## src/common/timer_pkg.sv

```systemverilog
// Constants shared by the pulse and PWM timer core.
// Assumes a single CPU clock domain; all control bits arrive as plain ports.
package timer_pkg;
  localparam logic [15:0] CNT_RESET = 16'hfffc;
  localparam logic [15:0] CNT_RELOAD = 16'hfffc;
  localparam logic [15:0] CNT_TOP = 16'hffff;
  localparam logic [15:0] CAP_ONE_PULSE = 16'hfffd;
  localparam logic [15:0] CMP_RESET = 16'h8000;
  localparam logic [1:0] CLK_DIV4 = 2'h0;
  localparam logic [1:0] CLK_DIV2 = 2'h1;
  localparam logic [1:0] CLK_DIV8 = 2'h2;
  localparam logic [1:0] CLK_EXT = 2'h3;
  localparam logic [2:0] MASK_DIV2 = 3'h1;
  localparam logic [2:0] MASK_DIV4 = 3'h3;
  localparam logic [2:0] MASK_DIV8 = 3'h7;
  localparam int CH_ONE = 0;
  localparam int CH_TWO = 1;
  typedef enum logic [1:0]
  {
    MODE_NORMAL = 2'h0,
    MODE_ONE_PULSE = 2'h1,
    MODE_PWM = 2'h3
  } mode_t;
endpackage

```

## src/core/timer_pulse_pwm.sv

```systemverilog
// 16-bit timer core: compare, capture, forced compare, one pulse and PWM modes.
// Assumes the CPU drives the byte strobes and mode bits synchronously on I_CLK.
`timescale 1ns/1ns
module timer_pulse_pwm
(
  input wire logic I_CLK,
  input wire logic I_RESET_N,
  input wire logic i_capture_pin_one,
  input wire logic i_capture_pin_two,
  input wire logic i_ext_clock,
  input wire logic i_ext_edge_select,
  input wire logic [1:0] i_timer_clock_select,
  input wire logic i_one_pulse_select,
  input wire logic i_pwm_select,
  input wire logic i_pin_enable_one,
  input wire logic i_pin_enable_two,
  input wire logic i_level_after_match_one,
  input wire logic i_level_after_match_two,
  input wire logic i_force_level_bit_one,
  input wire logic i_force_level_bit_two,
  input wire logic i_trigger_edge_select,
  input wire logic i_capture_edge_two,
  input wire logic i_capture_irq_enable,
  input wire logic i_compare_irq_enable,
  input wire logic i_overflow_irq_enable,
  input wire logic i_cpu_irq_mask,
  input wire logic i_wait,
  input wire logic i_halt,
  input wire logic [7:0] i_wdata,
  input wire logic i_compare_high_byte_one_wr,
  input wire logic i_compare_low_byte_one_wr,
  input wire logic i_compare_high_byte_two_wr,
  input wire logic i_compare_low_byte_two_wr,
  input wire logic i_status_read,
  input wire logic i_capture_high_one_read,
  input wire logic i_capture_low_one_access,
  input wire logic i_capture_high_two_read,
  input wire logic i_capture_low_two_access,
  input wire logic i_compare_low_one_access,
  input wire logic i_compare_low_two_access,
  input wire logic i_counter_low_access,
  output logic o_compare_pin_one,
  output logic o_compare_pin_one_oe,
  output logic o_compare_pin_two,
  output logic o_compare_pin_two_oe,
  output logic [15:0] o_counter,
  output logic [15:0] o_capture_value_one,
  output logic [15:0] o_capture_value_two,
  output logic [15:0] o_compare_value_one,
  output logic [15:0] o_compare_value_two,
  output logic o_capture_flag_one,
  output logic o_capture_flag_two,
  output logic o_match_flag_one,
  output logic o_match_flag_two,
  output logic o_overflow_flag,
  output logic o_timer_irq,
  output logic o_wait_wake
);

  logic [2:0] cap1_sync_reg;
  logic [2:0] cap2_sync_reg;
  logic [2:0] ext_sync_reg;
  logic [2:0] pre_reg;
  logic halt_prev_reg;
  logic [15:0] cnt_reg;
  logic [15:0] cnt_next;
  logic [15:0] cmp_reg [2];
  logic [15:0] cap_reg [2];
  logic [1:0] cmp_inhibit_reg;
  logic [1:0] cap_lock_reg;
  logic [1:0] cap_flag_reg;
  logic [1:0] cmp_flag_reg;
  logic tof_reg;
  logic [1:0] cap_arm_reg;
  logic [1:0] cmp_arm_reg;
  logic tof_arm_reg;
  logic [1:0] halt_arm_reg;
  logic [1:0] pin_reg;
  timer_pkg::mode_t mode;
  logic tick;
  logic ext_edge;
  logic [2:0] div_mask;
  logic edge_one;
  logic edge_two;
  logic halt_exit;
  logic [1:0] match;
  logic [1:0] cap_set;
  logic [1:0] cmp_set;
  logic [1:0] cap_clr;
  logic [1:0] cmp_clr;
  logic [1:0] cap_take;
  logic [15:0] cap_data [2];
  logic tof_set;
  logic trigger;
  logic irq;

  // Asynchronous pins: the first stage feeds only the second
  always_ff @(posedge I_CLK)
  begin
    if (!I_RESET_N)
    begin
      cap1_sync_reg <= 3'h0;
      cap2_sync_reg <= 3'h0;
      ext_sync_reg <= 3'h0;
    end
    else
    begin
      cap1_sync_reg <= {cap1_sync_reg[1:0], i_capture_pin_one};
      cap2_sync_reg <= {cap2_sync_reg[1:0], i_capture_pin_two};
      ext_sync_reg <= {ext_sync_reg[1:0], i_ext_clock};
    end
  end

  assign edge_one = i_trigger_edge_select ? (cap1_sync_reg[1] & ~cap1_sync_reg[2])
                                          : (~cap1_sync_reg[1] & cap1_sync_reg[2]);
  assign edge_two = i_capture_edge_two ? (cap2_sync_reg[1] & ~cap2_sync_reg[2])
                                       : (~cap2_sync_reg[1] & cap2_sync_reg[2]);
  assign ext_edge = i_ext_edge_select ? (ext_sync_reg[1] & ~ext_sync_reg[2])
                                      : (~ext_sync_reg[1] & ext_sync_reg[2]);

  always_comb
  begin
    if (i_pwm_select)
      mode = timer_pkg::MODE_PWM;
    else if (i_one_pulse_select)
      mode = timer_pkg::MODE_ONE_PULSE;
    else
      mode = timer_pkg::MODE_NORMAL;
  end

  always_comb
  begin
    unique case (i_timer_clock_select)
      timer_pkg::CLK_DIV4: div_mask = timer_pkg::MASK_DIV4;
      timer_pkg::CLK_DIV2: div_mask = timer_pkg::MASK_DIV2;
      timer_pkg::CLK_DIV8: div_mask = timer_pkg::MASK_DIV8;
      timer_pkg::CLK_EXT: div_mask = timer_pkg::MASK_DIV8;
    endcase
  end

  // Halt stops the prescaler too, so no tick leaks out while frozen
  assign tick = !i_halt && ((i_timer_clock_select == timer_pkg::CLK_EXT) ? ext_edge
                                                                         : ((pre_reg & div_mask) == div_mask));

  always_ff @(posedge I_CLK)
  begin
    if (!I_RESET_N)
      pre_reg <= 3'h0;
    else if (!i_halt)
      pre_reg <= pre_reg + 3'h1;
  end

  always_ff @(posedge I_CLK)
  begin
    if (!I_RESET_N)
      halt_prev_reg <= 1'b0;
    else
      halt_prev_reg <= i_halt;
  end
  assign halt_exit = halt_prev_reg && !i_halt;

  assign trigger = (mode == timer_pkg::MODE_ONE_PULSE) && edge_one && !i_halt;

  // Compare keeps matching whatever the pin enable says
  always_comb
  begin
    for (int i = 0; i < 2; i++)
      match[i] = tick && !cmp_inhibit_reg[i] && (cnt_reg == cmp_reg[i]);
  end

  always_comb
  begin
    cnt_next = cnt_reg;
    if (i_halt)
      cnt_next = cnt_reg;
    else if (trigger)
      cnt_next = timer_pkg::CNT_RELOAD;
    else if ((mode == timer_pkg::MODE_PWM) && match[timer_pkg::CH_TWO])
      cnt_next = timer_pkg::CNT_RELOAD;
    else if (tick)
      cnt_next = cnt_reg + 16'h0001;
  end

  always_ff @(posedge I_CLK)
  begin
    if (!I_RESET_N)
      cnt_reg <= timer_pkg::CNT_RESET;
    else
      cnt_reg <= cnt_next;
  end

  assign tof_set = tick && (cnt_reg == timer_pkg::CNT_TOP) && (cnt_next != timer_pkg::CNT_RELOAD);

  // Compare values: high byte write suspends compare until low byte lands
  always_ff @(posedge I_CLK)
  begin
    if (!I_RESET_N)
    begin
      cmp_reg[0] <= timer_pkg::CMP_RESET;
      cmp_reg[1] <= timer_pkg::CMP_RESET;
      cmp_inhibit_reg <= 2'h0;
    end
    else
    begin
      if (i_compare_high_byte_one_wr)
      begin
        cmp_reg[0][15:8] <= i_wdata;
        cmp_inhibit_reg[0] <= 1'b1;
      end
      if (i_compare_low_byte_one_wr)
      begin
        cmp_reg[0][7:0] <= i_wdata;
        cmp_inhibit_reg[0] <= 1'b0;
      end
      if (i_compare_high_byte_two_wr)
      begin
        cmp_reg[1][15:8] <= i_wdata;
        cmp_inhibit_reg[1] <= 1'b1;
      end
      if (i_compare_low_byte_two_wr)
      begin
        cmp_reg[1][7:0] <= i_wdata;
        cmp_inhibit_reg[1] <= 1'b0;
      end
    end
  end

  // Flag set causes per mode
  always_comb
  begin
    cap_set[0] = ((mode == timer_pkg::MODE_NORMAL) && edge_one && !i_halt) || trigger
                 || ((mode == timer_pkg::MODE_PWM) && match[timer_pkg::CH_TWO])
                 || (halt_exit && halt_arm_reg[0]);
    cap_set[1] = (edge_two && !i_halt) || (halt_exit && halt_arm_reg[1]);
    cmp_set[0] = (mode == timer_pkg::MODE_NORMAL) && match[timer_pkg::CH_ONE];
    cmp_set[1] = (mode != timer_pkg::MODE_PWM) && match[timer_pkg::CH_TWO];
    cap_take[0] = (mode == timer_pkg::MODE_NORMAL) && edge_one && !i_halt;
    cap_take[1] = edge_two && !i_halt;
    cap_data[0] = cnt_reg;
    cap_data[1] = cnt_reg;
    if (trigger)
    begin
      cap_take[0] = 1'b1;
      cap_data[0] = timer_pkg::CAP_ONE_PULSE;
    end
    for (int i = 0; i < 2; i++)
    begin
      if (halt_exit && halt_arm_reg[i])
        cap_take[i] = 1'b1;
    end
    cap_clr[0] = cap_arm_reg[0] && i_capture_low_one_access;
    cap_clr[1] = cap_arm_reg[1] && i_capture_low_two_access;
    cmp_clr[0] = cmp_arm_reg[0] && (i_compare_low_one_access || i_compare_low_byte_one_wr);
    cmp_clr[1] = cmp_arm_reg[1] && (i_compare_low_two_access || i_compare_low_byte_two_wr);
  end

  // Halt arms capture; pin one only arms in normal mode
  always_ff @(posedge I_CLK)
  begin
    if (!I_RESET_N)
      halt_arm_reg <= 2'h0;
    else if (!i_halt)
      halt_arm_reg <= 2'h0;
    else
    begin
      if (edge_one && (mode == timer_pkg::MODE_NORMAL))
        halt_arm_reg[0] <= 1'b1;
      if (edge_two)
        halt_arm_reg[1] <= 1'b1;
    end
  end

  // Capture registers; reading the high byte freezes transfer until low byte read
  always_ff @(posedge I_CLK)
  begin
    if (!I_RESET_N)
    begin
      cap_reg[0] <= 16'h0000;
      cap_reg[1] <= 16'h0000;
      cap_lock_reg <= 2'h0;
    end
    else
    begin
      for (int i = 0; i < 2; i++)
      begin
        if (cap_take[i] && !cap_lock_reg[i])
          cap_reg[i] <= cap_data[i];
      end
      if (i_capture_high_one_read)
        cap_lock_reg[0] <= 1'b1;
      else if (i_capture_low_one_access)
        cap_lock_reg[0] <= 1'b0;
      if (i_capture_high_two_read)
        cap_lock_reg[1] <= 1'b1;
      else if (i_capture_low_two_access)
        cap_lock_reg[1] <= 1'b0;
    end
  end

  // Two-step clear: status read arms, low byte access clears; a set always wins
  always_ff @(posedge I_CLK)
  begin
    if (!I_RESET_N)
    begin
      cap_flag_reg <= 2'h0;
      cmp_flag_reg <= 2'h0;
      tof_reg <= 1'b0;
      cap_arm_reg <= 2'h0;
      cmp_arm_reg <= 2'h0;
      tof_arm_reg <= 1'b0;
    end
    else
    begin
      for (int i = 0; i < 2; i++)
      begin
        cap_flag_reg[i] <= cap_set[i] || (cap_flag_reg[i] && !cap_clr[i]);
        cmp_flag_reg[i] <= cmp_set[i] || (cmp_flag_reg[i] && !cmp_clr[i]);
        if (cap_clr[i] || !cap_flag_reg[i])
          cap_arm_reg[i] <= 1'b0;
        else if (i_status_read)
          cap_arm_reg[i] <= 1'b1;
        if (cmp_clr[i] || !cmp_flag_reg[i])
          cmp_arm_reg[i] <= 1'b0;
        else if (i_status_read)
          cmp_arm_reg[i] <= 1'b1;
      end
      tof_reg <= tof_set || (tof_reg && !(tof_arm_reg && i_counter_low_access));
      if ((tof_arm_reg && i_counter_low_access) || !tof_reg)
        tof_arm_reg <= 1'b0;
      else if (i_status_read)
        tof_arm_reg <= 1'b1;
    end
  end

  // Pin latches start low and move only on matches, triggers or forces
  always_ff @(posedge I_CLK)
  begin
    if (!I_RESET_N)
      pin_reg <= 2'h0;
    else
    begin
      unique case (mode)
        timer_pkg::MODE_NORMAL:
        begin
          if (match[timer_pkg::CH_ONE] || i_force_level_bit_one)
            pin_reg[0] <= i_level_after_match_one;
          if (match[timer_pkg::CH_TWO] || i_force_level_bit_two)
            pin_reg[1] <= i_level_after_match_two;
        end
        timer_pkg::MODE_ONE_PULSE:
        begin
          // Force bits are not looked at here, nor is pin two driven
          if (trigger)
            pin_reg[0] <= i_level_after_match_two;
          else if (match[timer_pkg::CH_ONE])
            pin_reg[0] <= i_level_after_match_one;
        end
        timer_pkg::MODE_PWM:
        begin
          if (match[timer_pkg::CH_TWO])
            pin_reg[0] <= i_level_after_match_two;
          else if (match[timer_pkg::CH_ONE])
            pin_reg[0] <= i_level_after_match_one;
        end
        default:
          pin_reg <= pin_reg;
      endcase
    end
  end

  // Shared vector; irq is independent of halt so it cannot wake it
  assign irq = !i_cpu_irq_mask && ((i_capture_irq_enable && |cap_flag_reg)
                                   || (i_compare_irq_enable && |cmp_flag_reg)
                                   || (i_overflow_irq_enable && tof_reg));
  assign o_timer_irq = irq;
  assign o_wait_wake = irq && i_wait;

  assign o_compare_pin_one = pin_reg[0];
  assign o_compare_pin_one_oe = i_pin_enable_one;
  assign o_compare_pin_two = pin_reg[1];
  assign o_compare_pin_two_oe = i_pin_enable_two;
  assign o_counter = cnt_reg;
  assign o_capture_value_one = cap_reg[0];
  assign o_capture_value_two = cap_reg[1];
  assign o_compare_value_one = cmp_reg[0];
  assign o_compare_value_two = cmp_reg[1];
  assign o_capture_flag_one = cap_flag_reg[0];
  assign o_capture_flag_two = cap_flag_reg[1];
  assign o_match_flag_one = cmp_flag_reg[0];
  assign o_match_flag_two = cmp_flag_reg[1];
  assign o_overflow_flag = tof_reg;

endmodule

```

## config.mk

```make
export PLATFORM = sky130hd
export DESIGN_NAME = timer_pulse_pwm
export DESIGN_NICKNAME = d
export VERILOG_FILES = /design/src/common/timer_pkg.sv /design/src/core/timer_pulse_pwm.sv
export SDC_FILE = /design/constraint.sdc
export NUM_CORES = 1
export LEC_CHECK = 0
export BUFFER_PORTS_ARGS = -buffer_cell sky130_fd_sc_hd__buf_2
export CAP_MARGIN = 20
export CORE_MARGIN = 2
export CORE_UTILIZATION = 59
export CTS_BUF_LIST = sky130_fd_sc_hd__clkbuf_4 sky130_fd_sc_hd__clkbuf_8
export DETAILED_ROUTE_END_ITERATION = 8
export GPL_TIMING_DRIVEN = 0
export PLACE_DENSITY_LB_ADDON = 0.12
export SETUP_SLACK_MARGIN = 0.1
export SLEW_MARGIN = 20
export SYNTH_ARGS = -nofsm -noshare
export SYNTH_HDL_FRONTEND = slang
export SYNTH_SLANG_ARGS = --single-unit
```

## constraint.sdc

```tcl
create_clock -name I_CLK -period 4.4 [get_ports I_CLK]
set_input_delay 0.44 -clock I_CLK [delete_from_list [all_inputs] [get_ports I_CLK]]
set_output_delay 0.44 -clock I_CLK [all_outputs]
set_load 0.005 [all_outputs]
```

==> parameters.txt <==
Parameter                              Value

Detailed routing
  DRT Wirelength    about 14000 µm
  Vias/cell    just under 6
  Overall via count from detail_route    about 4500
  Number of antenna-violating nets in the routed design    0
  Drt first pass iters    8
  Number of design rule violations left after detail routing    0
  1st-iter DRT viols    433
  Mean routed wirelength per cell    approximately 18 µm

Worst setup path
  Setup Crit Path Kind    reg2reg
  Maximum net fanout on the critical path    10
  Critical path buffers and inverters    3
  Category of the worst setup path launch point    flip-flop
  Data required time of the worst path    ~4.7 ns
  CP top delay family    simple AND/OR/NAND/NOR gates
  FF-to-FF setup slack    approximately 1.5 ns
  Peak per-stage delay on the critical path    between 0.4 and 0.5 ns
  Critical path cell sequence    buf_2, xor2_1, nor4_1, nand4_1, or3_1, clkbuf_1, buf_2, a31oi_1, o211a_1, a31oi_1
  Type of element capturing the critical path    flip-flop
  CP max stage cell    or3_1
  Worst endpoint data arrival time    between 3 and 4 ns

Timing
  Final worst-path cycle share    65.2%
  Worst slew slack as a fraction of its limit    between 50% and 60%
  Sum of negative setup slack    0 ns
  Worst clock skew    approximately 0.015 ns
  Number of endpoints with negative hold slack in the final report    0
  Worst slew pin tran    between 0.7 and 0.8 ns
  Count of final max-slew check failures    0
  Setup Viol. Count Final    0
  Achievable clock frequency    0.349 GHz
  Setup repair after global routing missed its margin    no
  Final min period    between 2 and 3 ns

Pwr
  Maximum VDD drop    around 0.00021 V
  Power density over the cells    between 300 and 400 nW/µm²
  Leakage dissipation    just under 3 nW
  Overall power after layout    2.03 mW

Place
  Estimated wirelength of the detail-placed design    ~10000 µm
  Port-buffer cells    around 130
  Gpl congestion    slightly below 1
  Instance area after placement    approximately 6000 µm²

Layout
  Fill cell instance count of the final layout    695
  Inserted Diodes    0
  Area growth, synth to finish    19.8%
  Layout Cell Area excl Fill    6370 µm²
  Share of post-route cells with drive strength above 1    between 30% and 40%
  Post-layout nets    a little over 700

Clock network
  Number of gates given a new drive strength after cts    0
  Cell at the root of the clock tree    clkbuf_8
  Count of buffers added by post-CTS timing repair for setup    0
  Clock tree from TritonCTS    built
  Total CTS buffers    9
  Clock-pin transition on the worst setup and hold timing paths    approximately 0.12 ns
  Clk_lat worst skew    around 0.37 ns
  Worst-case clock buffer depth    2
  Hold bufs inserted after CTS    0
  Number of H-tree levels    3
  Number of sinks handled by clock tree synthesis    111

Die
  Height of the chip    between 90 and 100 µm
  Number of top-level pins    roughly 140
  Die Footprint    just under 10000 µm²
  Number of rows created at floorplan    34
  Core box area    8720 µm²
  Initial cell density of the core    between 60% and 70%
  X dimension of the die    between 90 and 100 µm

Synth
  Fraction of post-synthesis cell area in the top cell type by area    roughly 36%
  Synthesis Warnings    0
  Share of synthesized registers carrying an async set or reset    0%
  Largest area contributor in the synthesized netlist    edfxtp_1
  Flops & latches, synth    111
  Number of flops mapped to enable cells by yosys    64
  Leading post-synthesis cells by cell area    edfxtp_1 36%, dfxtp_1 18%, nand2_1 4.4%
  Part of the Yosys area used for sequential elements    between 50% and 60%
  Synth unique cells    63
  Average footprint of a synthesized cell    ~10 µm²
  Cell Area, Synth    roughly 5300 µm²
  Syn Inst Count    roughly 520
  Primary flip-flop cell chosen by synthesis mapping    edfxtp_1
  Post-Syn Nets    568

Global route
  All-layer global routing usage    between 20% and 30%
  Pin count of the biggest net entering global routing    20
  Wire length of the first global-routing pass    roughly 22000 µm
  Via count of the first global-routing pass    around 4300
  Residual overflow from global routing    0
  Antenna violations before repair    0

Outcome
  Outcome    completed

Flow run
  Max Cap Viol    0

Min path
  Hold WC Path Type    in2reg
cell type report:
class,instances,area [µm²],share of cell area (%)
Clock inverter,6,78.8,1.24
Multi-Input combinational cell,334,2070,32.4
Buffer,50,309,4.85
Timing Repair Buffer,134,683,10.7
Clock buffer,10,131,2.06
Tap cell,108,135,2.12
Inverter,27,101,1.59
Sequential cell,111,2860,45.0
synth_stat cells (all sizes together) (2+ instances only):
| master | instances |
|---|---|
| dfxtp | 47 |
| o31ai | 3 |
| and4 | 3 |
| nor2b | 4 |
| o211a | 3 |
| buf | 35 |
| and2 | 22 |
| mux2i | 3 |
| ha | 2 |
| a21boi | 2 |
| clkbuf | 15 |
| a2111oi | 2 |
| nand4 | 14 |
| xnor2 | 16 |
| or2 | 2 |
| inv | 27 |
| and3 | 13 |
| xor2 | 19 |
| nor4 | 10 |
| nand2 | 63 |
| o21a | 3 |
| o22ai | 6 |
| a21o | 2 |
| a31oi | 10 |
| a211oi | 2 |
| a41oi | 4 |
| nor3 | 12 |
| o31a | 4 |
| nor4b | 2 |
| a21oi | 15 |
| or3 | 4 |
| nand3 | 17 |
| nor2 | 31 |
| nand2b | 9 |
| o21ai | 19 |
| edfxtp | 64 |
cells by family after synthesis:
| kind of cell | share of synthesized area (%) |
|---|---|
| multiplexers | 0.565 |
| AND/OR/NAND/NOR | 20.6 |
| adder cells (fa/ha/maj) | 0.471 |
| XOR/XNOR | 5.77 |
| flip-flops | 53.8 |
| AO/OA/AOI/OAI | 11.0 |
| buffers and inverters | 7.72 |
power breakdown:
part           switching (mW)  leakage [nW]  internal (mW)  total [mW]
Combinational           0.111          1.76         0.0893       0.200
Sequential             0.0332          1.05           1.15        1.19
Clock                   0.362         0.108          0.281       0.643
Total                   0.506          2.92           1.52        2.03
worst paths after layout:
check,from,to,cells after the start
setup / recovery,o_counter[11]$_SDFF_PN1_,o_overflow_flag$_SDFF_PN0_,10
hold / removal,i_ext_clock,ext_sync_reg[0]$_SDFF_PN0_,2
setup reg to reg,o_counter[11]$_SDFF_PN1_,o_overflow_flag$_SDFF_PN0_,10
hold reg to reg,cap1_sync_reg[0]$_SDFF_PN0_,cap1_sync_reg[1]$_SDFF_PN0_,1
cell usage in the layout (no fill, tap or decap), types with 4 or more instances in the layout:
cell,count
nor4_1,9
a31oi_1,10
nand3_1,17
clkbuf_8,9
nor2_1,31
edfxtp_1,64
a21oi_1,14
a41oi_1,4
clkbuf_1,14
xor2_1,19
and2_1,21
or3_1,4
buf_2,139
nor2b_1,4
nand2_1,63
o21ai_1,5
o22ai_1,6
nand2b_1,9
nor3_1,9
and3_1,11
nand4_1,14
o21ai_0,13
xnor2_1,16
inv_1,26
dfxtp_1,47
o31a_1,4
buf_4,27
per-layer routing:
metal,GRT usage [%],vias to the layer above,wire length (µm),part of all wire [%]
li1,-,2113,-,-
met1,37.8,2139,5690,41
met2,46.1,248,6790,49
met3,4.68,30,1080,7.8
met4,9.38,0,302,2.2
met5,0,-,0,0
stage by stage:
step	util (%)	instances	hold WS [ns]	worst slack, ns
2_1_floorplan	-	522	0.412	1.79
3_3_place_gp	70.1	762	0.415	0.962
3_5_place_dp	70.5	764	0.422	1.25
4_1_cts	73.0	780	0.252	1.29
5_1_grt	73.0	780	0.258	1.43
6_report	73.0	780	0.260	1.53
Note: power is estimated with default switching activity, not from simulation.
